$ cat config.mk
export PLATFORM = sky130hd
export DESIGN_NAME = debug_port_boot_qxfer
export DESIGN_NICKNAME = d
export VERILOG_FILES = /design/src/include/debug_port_pkg.sv /design/src/include/tap_if.sv /design/src/verilog/pin_sync.sv /design/src/verilog/tap_fsm.sv /design/src/verilog/debug_port_boot_qxfer.sv
export VERILOG_INCLUDE_DIRS = /design/src /design/src/include
export SDC_FILE = /design/constraint.sdc
export NUM_CORES = 1
export LEC_CHECK = 0
export BUFFER_PORTS_ARGS = -buffer_cell sky130_fd_sc_hd__buf_4
export CORE_MARGIN = 10
export CORE_UTILIZATION = 39
export DETAILED_ROUTE_END_ITERATION = 12
export PLACE_DENSITY = 0.59
export SYNTH_ARGS = -nofsm -noshare
export SYNTH_HDL_FRONTEND = slang
export SYNTH_SLANG_ARGS = --single-unit
$ cat constraint.sdc
create_clock -name sys_clk -period 2.2 [get_ports sys_clk]
set_input_delay 0.22 -clock sys_clk [delete_from_list [all_inputs] [get_ports sys_clk]]
set_output_delay 0.22 -clock sys_clk [all_outputs]
set_load 0.01 [all_outputs]
$ cat src/include/debug_port_defines.svh
// Constants of the debug port: offsets, fields, codes and reset values
`ifndef DEBUG_PORT_DEFINES_SVH
`define DEBUG_PORT_DEFINES_SVH
`define IR_RESET_VAL      5'h1F
`define IR_CAPTURE_VAL    5'h01
`define IR_DATA_CMD       5'h09
`define IR_BOOT_CMD       5'h0C
`define IR_QUICK_CMD      5'h0E
`define QUICK_LOW_ADDR    32'hFF200000
`define QUICK_HIGH_ADDR   32'hFF20000F
`define PROBE_DEBUG_VEC   32'hFF200200
`define NORMAL_DEBUG_VEC  32'hBFC00480
`define PROBE_SEG_BASE    32'hFF200000
`define PROBE_SEG_MASK    32'hFFE00000
`define CTRL_OFFSET       12'h000
`define ADDR_OFFSET       12'h004
`define DATA_OFFSET       12'h008
`define INSTR_OFFSET      12'h00C
`define CTRL_PEND_BIT     0
`define CTRL_DIR_BIT      1
`define CTRL_IRQ_BIT      4
`define CTRL_VEC_BIT      5
`define CTRL_SVC_BIT      6
`define CTRL_BOOT_BIT     7
`define CTRL_RST_BIT      8
`define DEBUG_BITS_RESET  1'b0
`define WORD_RESET        32'h00000000
`endif

$ cat src/include/debug_port_pkg.sv
// Types shared by the debug port modules
package debug_port_pkg;
	typedef logic [31:0] word_t;
	typedef logic [4:0] instr_t;
	typedef enum logic [3:0] {
		TAP_RESET     = 4'h0,
		TAP_IDLE      = 4'h1,
		TAP_SEL_DR    = 4'h2,
		TAP_CAP_DR    = 4'h3,
		TAP_SHIFT_DR  = 4'h4,
		TAP_EXIT1_DR  = 4'h5,
		TAP_PAUSE_DR  = 4'h6,
		TAP_EXIT2_DR  = 4'h7,
		TAP_UPD_DR    = 4'h8,
		TAP_SEL_IR    = 4'h9,
		TAP_CAP_IR    = 4'hA,
		TAP_SHIFT_IR  = 4'hB,
		TAP_EXIT1_IR  = 4'hC,
		TAP_PAUSE_IR  = 4'hD,
		TAP_EXIT2_IR  = 4'hE,
		TAP_UPD_IR    = 4'hF
	} tap_state_e;
endpackage

$ cat src/include/tap_if.sv
// Test port state and clock edges passed from the state machine
`timescale 1ns/1ps
interface tap_if;
	import debug_port_pkg::*;
	logic       tckRise;
	logic       tckFall;
	tap_state_e state;
	modport drive (output tckRise, output tckFall, output state);
	modport user (input tckRise, input tckFall, input state);
endinterface

$ cat src/verilog/pin_sync.sv
// Two-stage synchroniser for pin inputs
`timescale 1ns/1ps
module pin_sync #(
	parameter int WIDTH = 3
) (
	input  wire logic             sys_clk,
	input  wire logic             reset_n,
	input  wire logic             clkEn,
	input  wire logic [WIDTH-1:0] asyncIn,
	output logic      [WIDTH-1:0] syncOut
);
	logic [WIDTH-1:0] stage1_reg;
	logic [WIDTH-1:0] stage2_reg;

	always_ff @(posedge sys_clk or negedge reset_n) begin
		if (!reset_n) begin
			stage1_reg <= '0;
			stage2_reg <= '0;
		end else if (clkEn) begin
			stage1_reg <= asyncIn;
			stage2_reg <= stage1_reg;
		end
	end

	assign syncOut = stage2_reg;
endmodule

$ cat src/verilog/tap_fsm.sv
// Test port state machine clocked by detected test clock edges
`timescale 1ns/1ps
module tap_fsm (
	input  wire logic sys_clk,
	input  wire logic reset_n,
	input  wire logic clkEn,
	input  wire logic tckSync,
	input  wire logic tmsSync,
	tap_if.drive      tap
);
	import debug_port_pkg::*;

	logic       tckDly_reg;
	tap_state_e state_reg;
	tap_state_e state_next;

	always_ff @(posedge sys_clk or negedge reset_n) begin
		if (!reset_n) begin
			tckDly_reg <= 1'b0;
		end else if (clkEn) begin
			tckDly_reg <= tckSync;
		end
	end

	assign tap.tckRise = clkEn & tckSync & ~tckDly_reg;
	assign tap.tckFall = clkEn & ~tckSync & tckDly_reg;

	always_comb begin
		state_next = state_reg;
		unique case (state_reg)
			TAP_RESET:    state_next = tmsSync ? TAP_RESET : TAP_IDLE;
			TAP_IDLE:     state_next = tmsSync ? TAP_SEL_DR : TAP_IDLE;
			TAP_SEL_DR:   state_next = tmsSync ? TAP_SEL_IR : TAP_CAP_DR;
			TAP_CAP_DR:   state_next = tmsSync ? TAP_EXIT1_DR : TAP_SHIFT_DR;
			TAP_SHIFT_DR: state_next = tmsSync ? TAP_EXIT1_DR : TAP_SHIFT_DR;
			TAP_EXIT1_DR: state_next = tmsSync ? TAP_UPD_DR : TAP_PAUSE_DR;
			TAP_PAUSE_DR: state_next = tmsSync ? TAP_EXIT2_DR : TAP_PAUSE_DR;
			TAP_EXIT2_DR: state_next = tmsSync ? TAP_UPD_DR : TAP_SHIFT_DR;
			TAP_UPD_DR:   state_next = tmsSync ? TAP_SEL_DR : TAP_IDLE;
			TAP_SEL_IR:   state_next = tmsSync ? TAP_RESET : TAP_CAP_IR;
			TAP_CAP_IR:   state_next = tmsSync ? TAP_EXIT1_IR : TAP_SHIFT_IR;
			TAP_SHIFT_IR: state_next = tmsSync ? TAP_EXIT1_IR : TAP_SHIFT_IR;
			TAP_EXIT1_IR: state_next = tmsSync ? TAP_UPD_IR : TAP_PAUSE_IR;
			TAP_PAUSE_IR: state_next = tmsSync ? TAP_EXIT2_IR : TAP_PAUSE_IR;
			TAP_EXIT2_IR: state_next = tmsSync ? TAP_UPD_IR : TAP_SHIFT_IR;
			TAP_UPD_IR:   state_next = tmsSync ? TAP_SEL_DR : TAP_IDLE;
		endcase
	end

	always_ff @(posedge sys_clk or negedge reset_n) begin
		if (!reset_n) begin
			state_reg <= TAP_RESET;
		end else if (tap.tckRise) begin
			state_reg <= state_next;
		end
	end

	assign tap.state = state_reg;
endmodule

$ cat src/verilog/debug_port_boot_qxfer.sv
// Debug test port with boot-to-debug command and quick transfer path
//
// The implementer's own choices: the register offsets and the APB slave port.
`timescale 1ns/1ps
`include "debug_port_defines.svh"
// Summary of operation
// - After boot command and reset, processor fetches from debug vector.
// - Three debug bits reset to one when boot indication active, else zero.
// - Debug interrupt request raised one cycle after processor reset ends.
// - Vector select set puts debug handler at 0xFF200200 in probe memory.
// - Probe service set stalls probe segment fetches until probe serves them.
// - Quick flag register is one bit; one bit in, one out per access.
// - Flag shifted in as zero requests completion; flag shifted out reports success.
// - Quick transfers legal only for 0xFF200000 through 0xFF20000F.
// - Processor stalls on quick area access with probe service set; pending bit held until done.
// - Upload: device shifts out word the processor is storing.
// - Success needs pending access and address inside legal quick area.
// - Upload is stores to probe segment; download is loads from it.
// - Quick command selects data and flag registers as one scan path.
// - Quick command decoded from instruction value 0x0E.
// - Boot command decoded from instruction value 0x0C.
// - Successful quick access clears pending bit, ending stall.
// - Writing zero to pending bit finishes access; writing one ignored.
module debug_port_boot_qxfer #(
	parameter int                  ADDR_W        = 12,
	parameter debug_port_pkg::word_t NORMAL_VECTOR = 32'h00000000
) (
	input  wire logic                  sys_clk,
	input  wire logic                  reset_n,
	input  wire logic                  clkEn,
	input  wire logic                  psel,
	input  wire logic                  penable,
	input  wire logic                  pwrite,
	input  wire logic [ADDR_W-1:0]     paddr,
	input  wire logic [31:0]           pwdata,
	output logic      [31:0]           prdata,
	output logic                       pready,
	output logic                       pslverr,
	input  wire logic                  tck,
	input  wire logic                  tms,
	input  wire logic                  tdi,
	output logic                       tdo,
	output logic                       tdoOe_n,
	input  wire logic                  cpuReset_n,
	input  wire logic                  cpuReq,
	input  wire logic                  cpuWrite,
	input  wire debug_port_pkg::word_t cpuAddr,
	input  wire debug_port_pkg::word_t cpuWdata,
	output debug_port_pkg::word_t      cpuRdata,
	output logic                       cpuDone,
	output logic                       cpuStall,
	input  wire logic                  dbgAck,
	output logic                       dbgIrqReq,
	output debug_port_pkg::word_t      fetchVector,
	output logic                       probeService
);
	import debug_port_pkg::*;

	function automatic logic inQuickArea(input word_t a);
		inQuickArea = (a >= `QUICK_LOW_ADDR) && (a <= `QUICK_HIGH_ADDR);
	endfunction

	function automatic logic inProbeSeg(input word_t a);
		inProbeSeg = (a & `PROBE_SEG_MASK) == `PROBE_SEG_BASE;
	endfunction

	logic [2:0] pinSync;
	logic       tckS;
	logic       tmsS;
	logic       tdiS;
	tap_if      tapBus();

	pin_sync #(
		.WIDTH (3)
	) u_sync (
		.sys_clk (sys_clk),
		.reset_n (reset_n),
		.clkEn   (clkEn),
		.asyncIn ({tck, tms, tdi}),
		.syncOut (pinSync)
	);

	assign tckS = pinSync[2];
	assign tmsS = pinSync[1];
	assign tdiS = pinSync[0];

	tap_fsm u_tap (
		.sys_clk (sys_clk),
		.reset_n (reset_n),
		.clkEn   (clkEn),
		.tckSync (tckS),
		.tmsSync (tmsS),
		.tap     (tapBus.drive)
	);

	logic   rise;
	logic   fall;
	logic   capDr;
	logic   shDr;
	logic   updDr;
	logic   capIr;
	logic   shIr;
	logic   updIr;
	logic   tlr;
	instr_t irShift_reg;
	instr_t ir_reg;
	logic   quickSel;
	logic   dataSel;
	logic   [32:0] dr_reg;
	logic   bootInd_reg;
	logic   pending_reg;
	logic   pendWrite_reg;
	word_t  pendAddr_reg;
	word_t  storeData_reg;
	word_t  loadData_reg;
	logic   cpuDone_reg;
	word_t  cpuRdata_reg;
	logic   dbgIrq_reg;
	logic   vecSel_reg;
	logic   probeSvc_reg;
	logic   cpuRstDly_reg;
	logic   dbgIrqOut_reg;
	word_t  fetchVec_reg;
	logic   tdo_reg;
	logic   tdoOeN_reg;
	word_t  prdata_reg;
	logic   pslverr_reg;
	logic   quickOk;
	logic   jtagDone;
	logic   apbSetup;
	logic   apbWr;
	logic   apbCtrlWr;
	logic   apbDone;
	logic   finishNow;
	logic   cpuAccept;
	logic   cpuNoSvc;
	logic   resetEnd;

	assign rise  = tapBus.tckRise;
	assign fall  = tapBus.tckFall;
	assign capDr = rise && tapBus.state == TAP_CAP_DR;
	assign shDr  = rise && tapBus.state == TAP_SHIFT_DR;
	assign updDr = rise && tapBus.state == TAP_UPD_DR;
	assign capIr = rise && tapBus.state == TAP_CAP_IR;
	assign shIr  = rise && tapBus.state == TAP_SHIFT_IR;
	assign updIr = rise && tapBus.state == TAP_UPD_IR;
	assign tlr   = rise && tapBus.state == TAP_RESET;

	assign quickSel = ir_reg == `IR_QUICK_CMD;
	assign dataSel  = ir_reg == `IR_DATA_CMD;

	// Instruction register
	always_ff @(posedge sys_clk or negedge reset_n) begin
		if (!reset_n) begin
			irShift_reg <= `IR_RESET_VAL;
			ir_reg      <= `IR_RESET_VAL;
		end else if (clkEn) begin
			if (tlr) begin
				ir_reg <= `IR_RESET_VAL;
			end else if (capIr) begin
				irShift_reg <= `IR_CAPTURE_VAL;
			end else if (shIr) begin
				irShift_reg <= {tdiS, irShift_reg[4:1]};
			end else if (updIr) begin
				ir_reg <= irShift_reg;
			end
		end
	end

	// Boot indication, consumed when a processor reset ends
	assign resetEnd = cpuReset_n & ~cpuRstDly_reg;

	always_ff @(posedge sys_clk or negedge reset_n) begin
		if (!reset_n) begin
			bootInd_reg <= 1'b0;
		end else if (clkEn) begin
			if (updIr && irShift_reg == `IR_BOOT_CMD) begin
				bootInd_reg <= 1'b1;
			end else if (resetEnd) begin
				bootInd_reg <= 1'b0;
			end
		end
	end

	// Quick access may succeed only with pending access in legal area
	assign quickOk  = pending_reg & inQuickArea(pendAddr_reg);
	assign jtagDone = updDr & quickSel & ~dr_reg[32] & quickOk;

	// Data scan path; quick command adds the flag bit at the input end
	always_ff @(posedge sys_clk or negedge reset_n) begin
		if (!reset_n) begin
			dr_reg <= '0;
		end else if (clkEn) begin
			if (capDr) begin
				if (quickSel) begin
					dr_reg <= {quickOk, storeData_reg};
				end else if (dataSel) begin
					dr_reg <= {1'b0, storeData_reg};
				end else begin
					dr_reg <= '0;
				end
			end else if (shDr) begin
				if (quickSel) begin
					dr_reg <= {tdiS, dr_reg[32:1]};
				end else if (dataSel) begin
					dr_reg <= {1'b0, tdiS, dr_reg[31:1]};
				end else begin
					dr_reg <= {32'h00000000, tdiS};
				end
			end
		end
	end

	// Load data for a pending processor read
	always_ff @(posedge sys_clk or negedge reset_n) begin
		if (!reset_n) begin
			loadData_reg <= `WORD_RESET;
		end else if (clkEn) begin
			if (updDr && (dataSel || quickSel)) begin
				loadData_reg <= dr_reg[31:0];
			end else if (apbWr && paddr == `DATA_OFFSET) begin
				loadData_reg <= pwdata;
			end
		end
	end

	// Test data out changes on the falling test clock edge
	always_ff @(posedge sys_clk or negedge reset_n) begin
		if (!reset_n) begin
			tdo_reg    <= 1'b0;
			tdoOeN_reg <= 1'b1;
		end else if (clkEn && fall) begin
			tdo_reg <= (tapBus.state == TAP_SHIFT_IR) ? irShift_reg[0] : dr_reg[0];
			tdoOeN_reg <= !(tapBus.state == TAP_SHIFT_IR ||
				tapBus.state == TAP_SHIFT_DR);
		end
	end

	// APB decode
	assign apbSetup  = psel & ~penable;
	assign apbWr     = psel & penable & pwrite;
	assign apbCtrlWr = apbWr && paddr == `CTRL_OFFSET;
	assign apbDone   = apbCtrlWr & ~pwdata[`CTRL_PEND_BIT] & pending_reg;
	assign finishNow = jtagDone | apbDone;

	// Processor access handling
	assign cpuAccept = cpuReq & ~pending_reg & ~cpuDone_reg & cpuReset_n;
	assign cpuNoSvc  = cpuAccept & ~(inProbeSeg(cpuAddr) & probeSvc_reg);

	always_ff @(posedge sys_clk or negedge reset_n) begin
		if (!reset_n) begin
			pending_reg   <= 1'b0;
			pendWrite_reg <= 1'b0;
			pendAddr_reg  <= `WORD_RESET;
			storeData_reg <= `WORD_RESET;
		end else if (clkEn) begin
			if (!cpuReset_n) begin
				pending_reg <= 1'b0;
			end else if (cpuAccept && !cpuNoSvc) begin
				pending_reg   <= 1'b1;
				pendWrite_reg <= cpuWrite;
				pendAddr_reg  <= cpuAddr;
				storeData_reg <= cpuWrite ? cpuWdata : `WORD_RESET;
			end else if (finishNow) begin
				pending_reg <= 1'b0;
			end
		end
	end

	// Completion answer to the processor
	always_ff @(posedge sys_clk or negedge reset_n) begin
		if (!reset_n) begin
			cpuDone_reg  <= 1'b0;
			cpuRdata_reg <= `WORD_RESET;
		end else if (clkEn) begin
			cpuDone_reg <= cpuNoSvc | finishNow;
			if (cpuNoSvc) begin
				cpuRdata_reg <= `WORD_RESET;
			end else if (jtagDone && !pendWrite_reg) begin
				cpuRdata_reg <= dr_reg[31:0];
			end else if (apbDone && !pendWrite_reg) begin
				cpuRdata_reg <= loadData_reg;
			end
		end
	end

	// Debug control bits load the boot indication during processor reset
	always_ff @(posedge sys_clk or negedge reset_n) begin
		if (!reset_n) begin
			dbgIrq_reg   <= `DEBUG_BITS_RESET;
			vecSel_reg   <= `DEBUG_BITS_RESET;
			probeSvc_reg <= `DEBUG_BITS_RESET;
		end else if (clkEn) begin
			if (!cpuReset_n) begin
				dbgIrq_reg   <= bootInd_reg;
				vecSel_reg   <= bootInd_reg;
				probeSvc_reg <= bootInd_reg;
			end else begin
				if (apbCtrlWr && pwdata[`CTRL_IRQ_BIT]) begin
					dbgIrq_reg <= 1'b1;
				end else if (dbgAck) begin
					dbgIrq_reg <= 1'b0;
				end
				if (apbCtrlWr) begin
					vecSel_reg   <= pwdata[`CTRL_VEC_BIT];
					probeSvc_reg <= pwdata[`CTRL_SVC_BIT];
				end
			end
		end
	end

	// Processor side outputs
	always_ff @(posedge sys_clk or negedge reset_n) begin
		if (!reset_n) begin
			cpuRstDly_reg <= 1'b0;
			dbgIrqOut_reg <= 1'b0;
			fetchVec_reg  <= `WORD_RESET;
		end else if (clkEn) begin
			cpuRstDly_reg <= cpuReset_n;
			dbgIrqOut_reg <= dbgIrq_reg & cpuReset_n;
			if (!dbgIrq_reg) begin
				fetchVec_reg <= NORMAL_VECTOR;
			end else if (vecSel_reg) begin
				fetchVec_reg <= `PROBE_DEBUG_VEC;
			end else begin
				fetchVec_reg <= `NORMAL_DEBUG_VEC;
			end
		end
	end

	// APB read data and error, taken in the setup cycle
	always_ff @(posedge sys_clk or negedge reset_n) begin
		if (!reset_n) begin
			prdata_reg  <= `WORD_RESET;
			pslverr_reg <= 1'b0;
		end else if (clkEn && apbSetup) begin
			prdata_reg  <= `WORD_RESET;
			pslverr_reg <= 1'b0;
			unique case (paddr)
				`CTRL_OFFSET: begin
					prdata_reg[`CTRL_PEND_BIT] <= pending_reg;
					prdata_reg[`CTRL_DIR_BIT]  <= pendWrite_reg;
					prdata_reg[`CTRL_IRQ_BIT]  <= dbgIrq_reg;
					prdata_reg[`CTRL_VEC_BIT]  <= vecSel_reg;
					prdata_reg[`CTRL_SVC_BIT]  <= probeSvc_reg;
					prdata_reg[`CTRL_BOOT_BIT] <= bootInd_reg;
					prdata_reg[`CTRL_RST_BIT]  <= ~cpuReset_n;
				end
				`ADDR_OFFSET: begin
					prdata_reg <= pendAddr_reg;
				end
				`DATA_OFFSET: begin
					prdata_reg <= storeData_reg;
				end
				`INSTR_OFFSET: begin
					prdata_reg <= {27'h0000000, ir_reg};
				end
				default: begin
					pslverr_reg <= 1'b1;
				end
			endcase
		end
	end

	assign prdata       = prdata_reg;
	assign pready       = 1'b1;
	assign pslverr      = pslverr_reg;
	assign tdo          = tdo_reg;
	assign tdoOe_n      = tdoOeN_reg;
	assign cpuRdata     = cpuRdata_reg;
	assign cpuDone      = cpuDone_reg;
	assign cpuStall     = pending_reg;
	assign dbgIrqReq    = dbgIrqOut_reg;
	assign fetchVector  = fetchVec_reg;
	assign probeService = probeSvc_reg;
endmodule

==> impl_metrics.json <==
{
  "crit_type": "register to register",
  "layout_setup_ws_ps": -3.58,
  "violations": "negative setup slack",
  "vdd_drop_max_v": 0.000618,
  "relSlewSlack_pct": 56.7,
  "use_met3_pct": 3.36,
  "drt_first_pass_iters": 5,
  "hold_depth": 3,
  "core-area_um2": 27600,
  "min_to": "storeData_reg[12]",
  "cts_max_path_buffers": 3,
  "path_clk_slew_ps": 60,
  "multi_input_area_um2": 4600,
  "viasPerCell": 5.08,
  "die_w_um": 187,
  "fin_area_um2": 14600,
  "rr_startpoint": "u_tap.tap.state[1]",
  "reg2reg_slack_ps": -4,
  "gp_congestion": 0.851,
  "layout_commonest_cell": "buf_4",
  "cap_violations": 0,
  "skew_ps": 15.5,
  "grt.busiest_layer": "met2",
  "timing_hold_violations_final": 0,
  "fin_nets": 1436,
  "fillers": 2529,
  "ys_ff_latch": 229,
  "start_util_pct": 39.4,
  "drtIter0Drc": 464,
  "die-area_um2": 35000,
  "async_flop_share_pct": 100,
  "grt_pass1_vias": 8759,
  "hold_class": "input pin to register",
  "fp.dieH_um": 187,
  "finalCriticalPeriod_ps": 2200,
  "use_met2_pct": 28.8,
  "grt_usage_pct": 18.0,
  "ant_nets": 0,
  "synthFlopType": "dfrtp_1",
  "fmax_ghz": 0.454,
  "pin_count": 225,
  "status": "complete, but fails checks",
  "synthesis.area_um2": 10900,
  "cts_tree": "built",
  "seqCellArea_um2": 5740,
  "drv_slew": 0,
  "r2r_cells": 7,
  "ys_seq_area_share_pct": 52.8,
  "grt_use_met1_pct": 24.7,
  "r2r-end": "cpuRdata[29]",
  "cts_made_buffers": 25,
  "worstSkewPairLatency_ps": 530,
  "ys_warn_count": 0,
  "critical_path_arrival_ps": 2600,
  "cp_max_fo": 32,
  "grt_pass1_wl_um": 51100,
  "crit_required_ps": 2590,
  "endpoint_kind": "register",
  "port_buffers": 205,
  "wire_per_inst_um": 19.3,
  "num_vias": 8686,
  "dpl.hpwl_um": 23400,
  "drive_above_1_share_pct": 30.5,
  "p_per_area_nw_per_um2": 691,
  "synthCells": 1051,
  "grt_overflow": 0,
  "rows": 61,
  "setup_viol": 2,
  "synth_edf_count": 0,
  "antenna_found_initial": 0,
  "area_growth_pct": 33.8,
  "root_buffer": "clkbuf_16",
  "worstHoldStart": "cpuWdata[12]",
  "period_share_pct": 100,
  "mostFrequentLayoutCells": "244 x buf_4, 218 x dfrtp_1, 212 x nand2_1",
  "antenna_cells": 0,
  "numClockSinks": 229,
  "ys_types": 55,
  "worstSetupStartpointType": "register",
  "dpl-instance-area_um2": 13100,
  "largest_reg_flops": 33,
  "grt_start_max_net_pins": 83,
  "layout.cells.non_filler": 1711,
  "dp.cells": 1605,
  "h-tree-depth": 1,
  "finalWirelength_um": 33000,
  "avgSynthCellArea_um2": 10.4,
  "rsz0062_at_grt": "yes",
  "power.leakage_nw": 7.49,
  "route.detailed.drc": 0,
  "worst_slew_pin_slew_ps": 649
}
-- critical path: stages (launching register included) --
cell	delay (ps)
dfrtp_1	390
or4b_4	550
buf_4	160
nor4_1	200
nand4_1	190
buf_12	220
mux2i_1	220
o22ai_1	100
-- how the worst max path moves through the flow --
stage,from,end
3_3_place_gp,ir_reg[0],loadData_reg[17]
2_1_floorplan,u_tap.tap.state[0],loadData_reg[20]
6_report,u_tap.tap.state[1],cpuRdata[29]
5_1_grt,u_tap.tap.state[1],loadData_reg[0]
4_1_cts,u_tap.tap.state[1],loadData_reg[28]
3_5_place_dp,ir_reg[0],loadData_reg[23]
-- where the power goes --
part | internal, mW | switching, mW
registers | 4.42 | 0.136
logic | 0.716 | 0.714
clock network | 2.38 | 1.69
total | 7.52 | 2.54
-- timing repair --
item / 4_1_cts / 5_1_grt
cloned: 0 / 3
hold buffers: 56 / 0
gates resized for setup: 4 / 10
setup buffers: 0 / 2
setup endpoints to repair: 32 / 63
hold endpoints to repair: 121 / 0
-- layer usage --
layer | wire length (µm) | vias up
met3 | 1530 | 37
met2 | 15200 | 228
met5 | 0 | -
met4 | 567 | 0
met1 | 15700 | 4256
li1 | - | 4165
-- final cells by class --
class                      count  share of cell area [%]
inverter                      45                    1.16
tap                          378                    3.25
timing repair buffer         320                    19.2
sequential                   229                    39.4
clock inverter                 6                   0.404
clock buffer                  39                    5.00
multi-input combinational    694                    31.6
-- cell usage after synthesis, types with 5 or more instances --
cell	count	area share, %
a21oi_1	14	0.64
a22o_1	5	0.40
a22oi_1	28	1.9
buf_1	6	0.21
buf_2	7	0.32
buf_4	30	2.1
clkbuf_1	53	1.8
dfrtp_1	218	50
dfstp_2	11	2.7
inv_1	45	1.6
mux2_2	45	4.7
mux2_4	30	4.1
mux2i_1	72	6.6
nand2_1	212	7.3
nand2b_1	12	0.69
nand3_1	41	1.9
nand4_1	9	0.52
nor2_1	18	0.62
nor3_1	9	0.41
o21ai_0	74	3.4
o22ai_1	38	2.2
o31ai_1	8	0.55
-- cell families after synthesis --
group	after synthesis	synth area share (%)
and+or+nand+nor	338	14.1
DFF	229	52.8
AOI/OAI and AO/OA	186	10.5
muxes	150	16.0
buffers and inverters	145	6.39
other	2	0.0690
xor gates and xnor gates	1	0.0805
-- metrics by stage --
step | util (%) | power (mW) | worst slack, ps | hold WS, ps | setup TNS [ps]
after floorplan | - | 5.26 | -58.3 | -75.6 | -1750
after global placement | 47.3 | 5.91 | -233 | 270 | -6990
after detailed placement | 47.3 | 5.93 | -241 | 277 | -7210
after CTS | 52.2 | 10.1 | 11.8 | 0.565 | 0
after global routing | 52.7 | 10.5 | -93.0 | 4.46 | -2630
final | 52.7 | 10.1 | -3.58 | 16.4 | -3.85
Power figures use the tool's default switching activity.
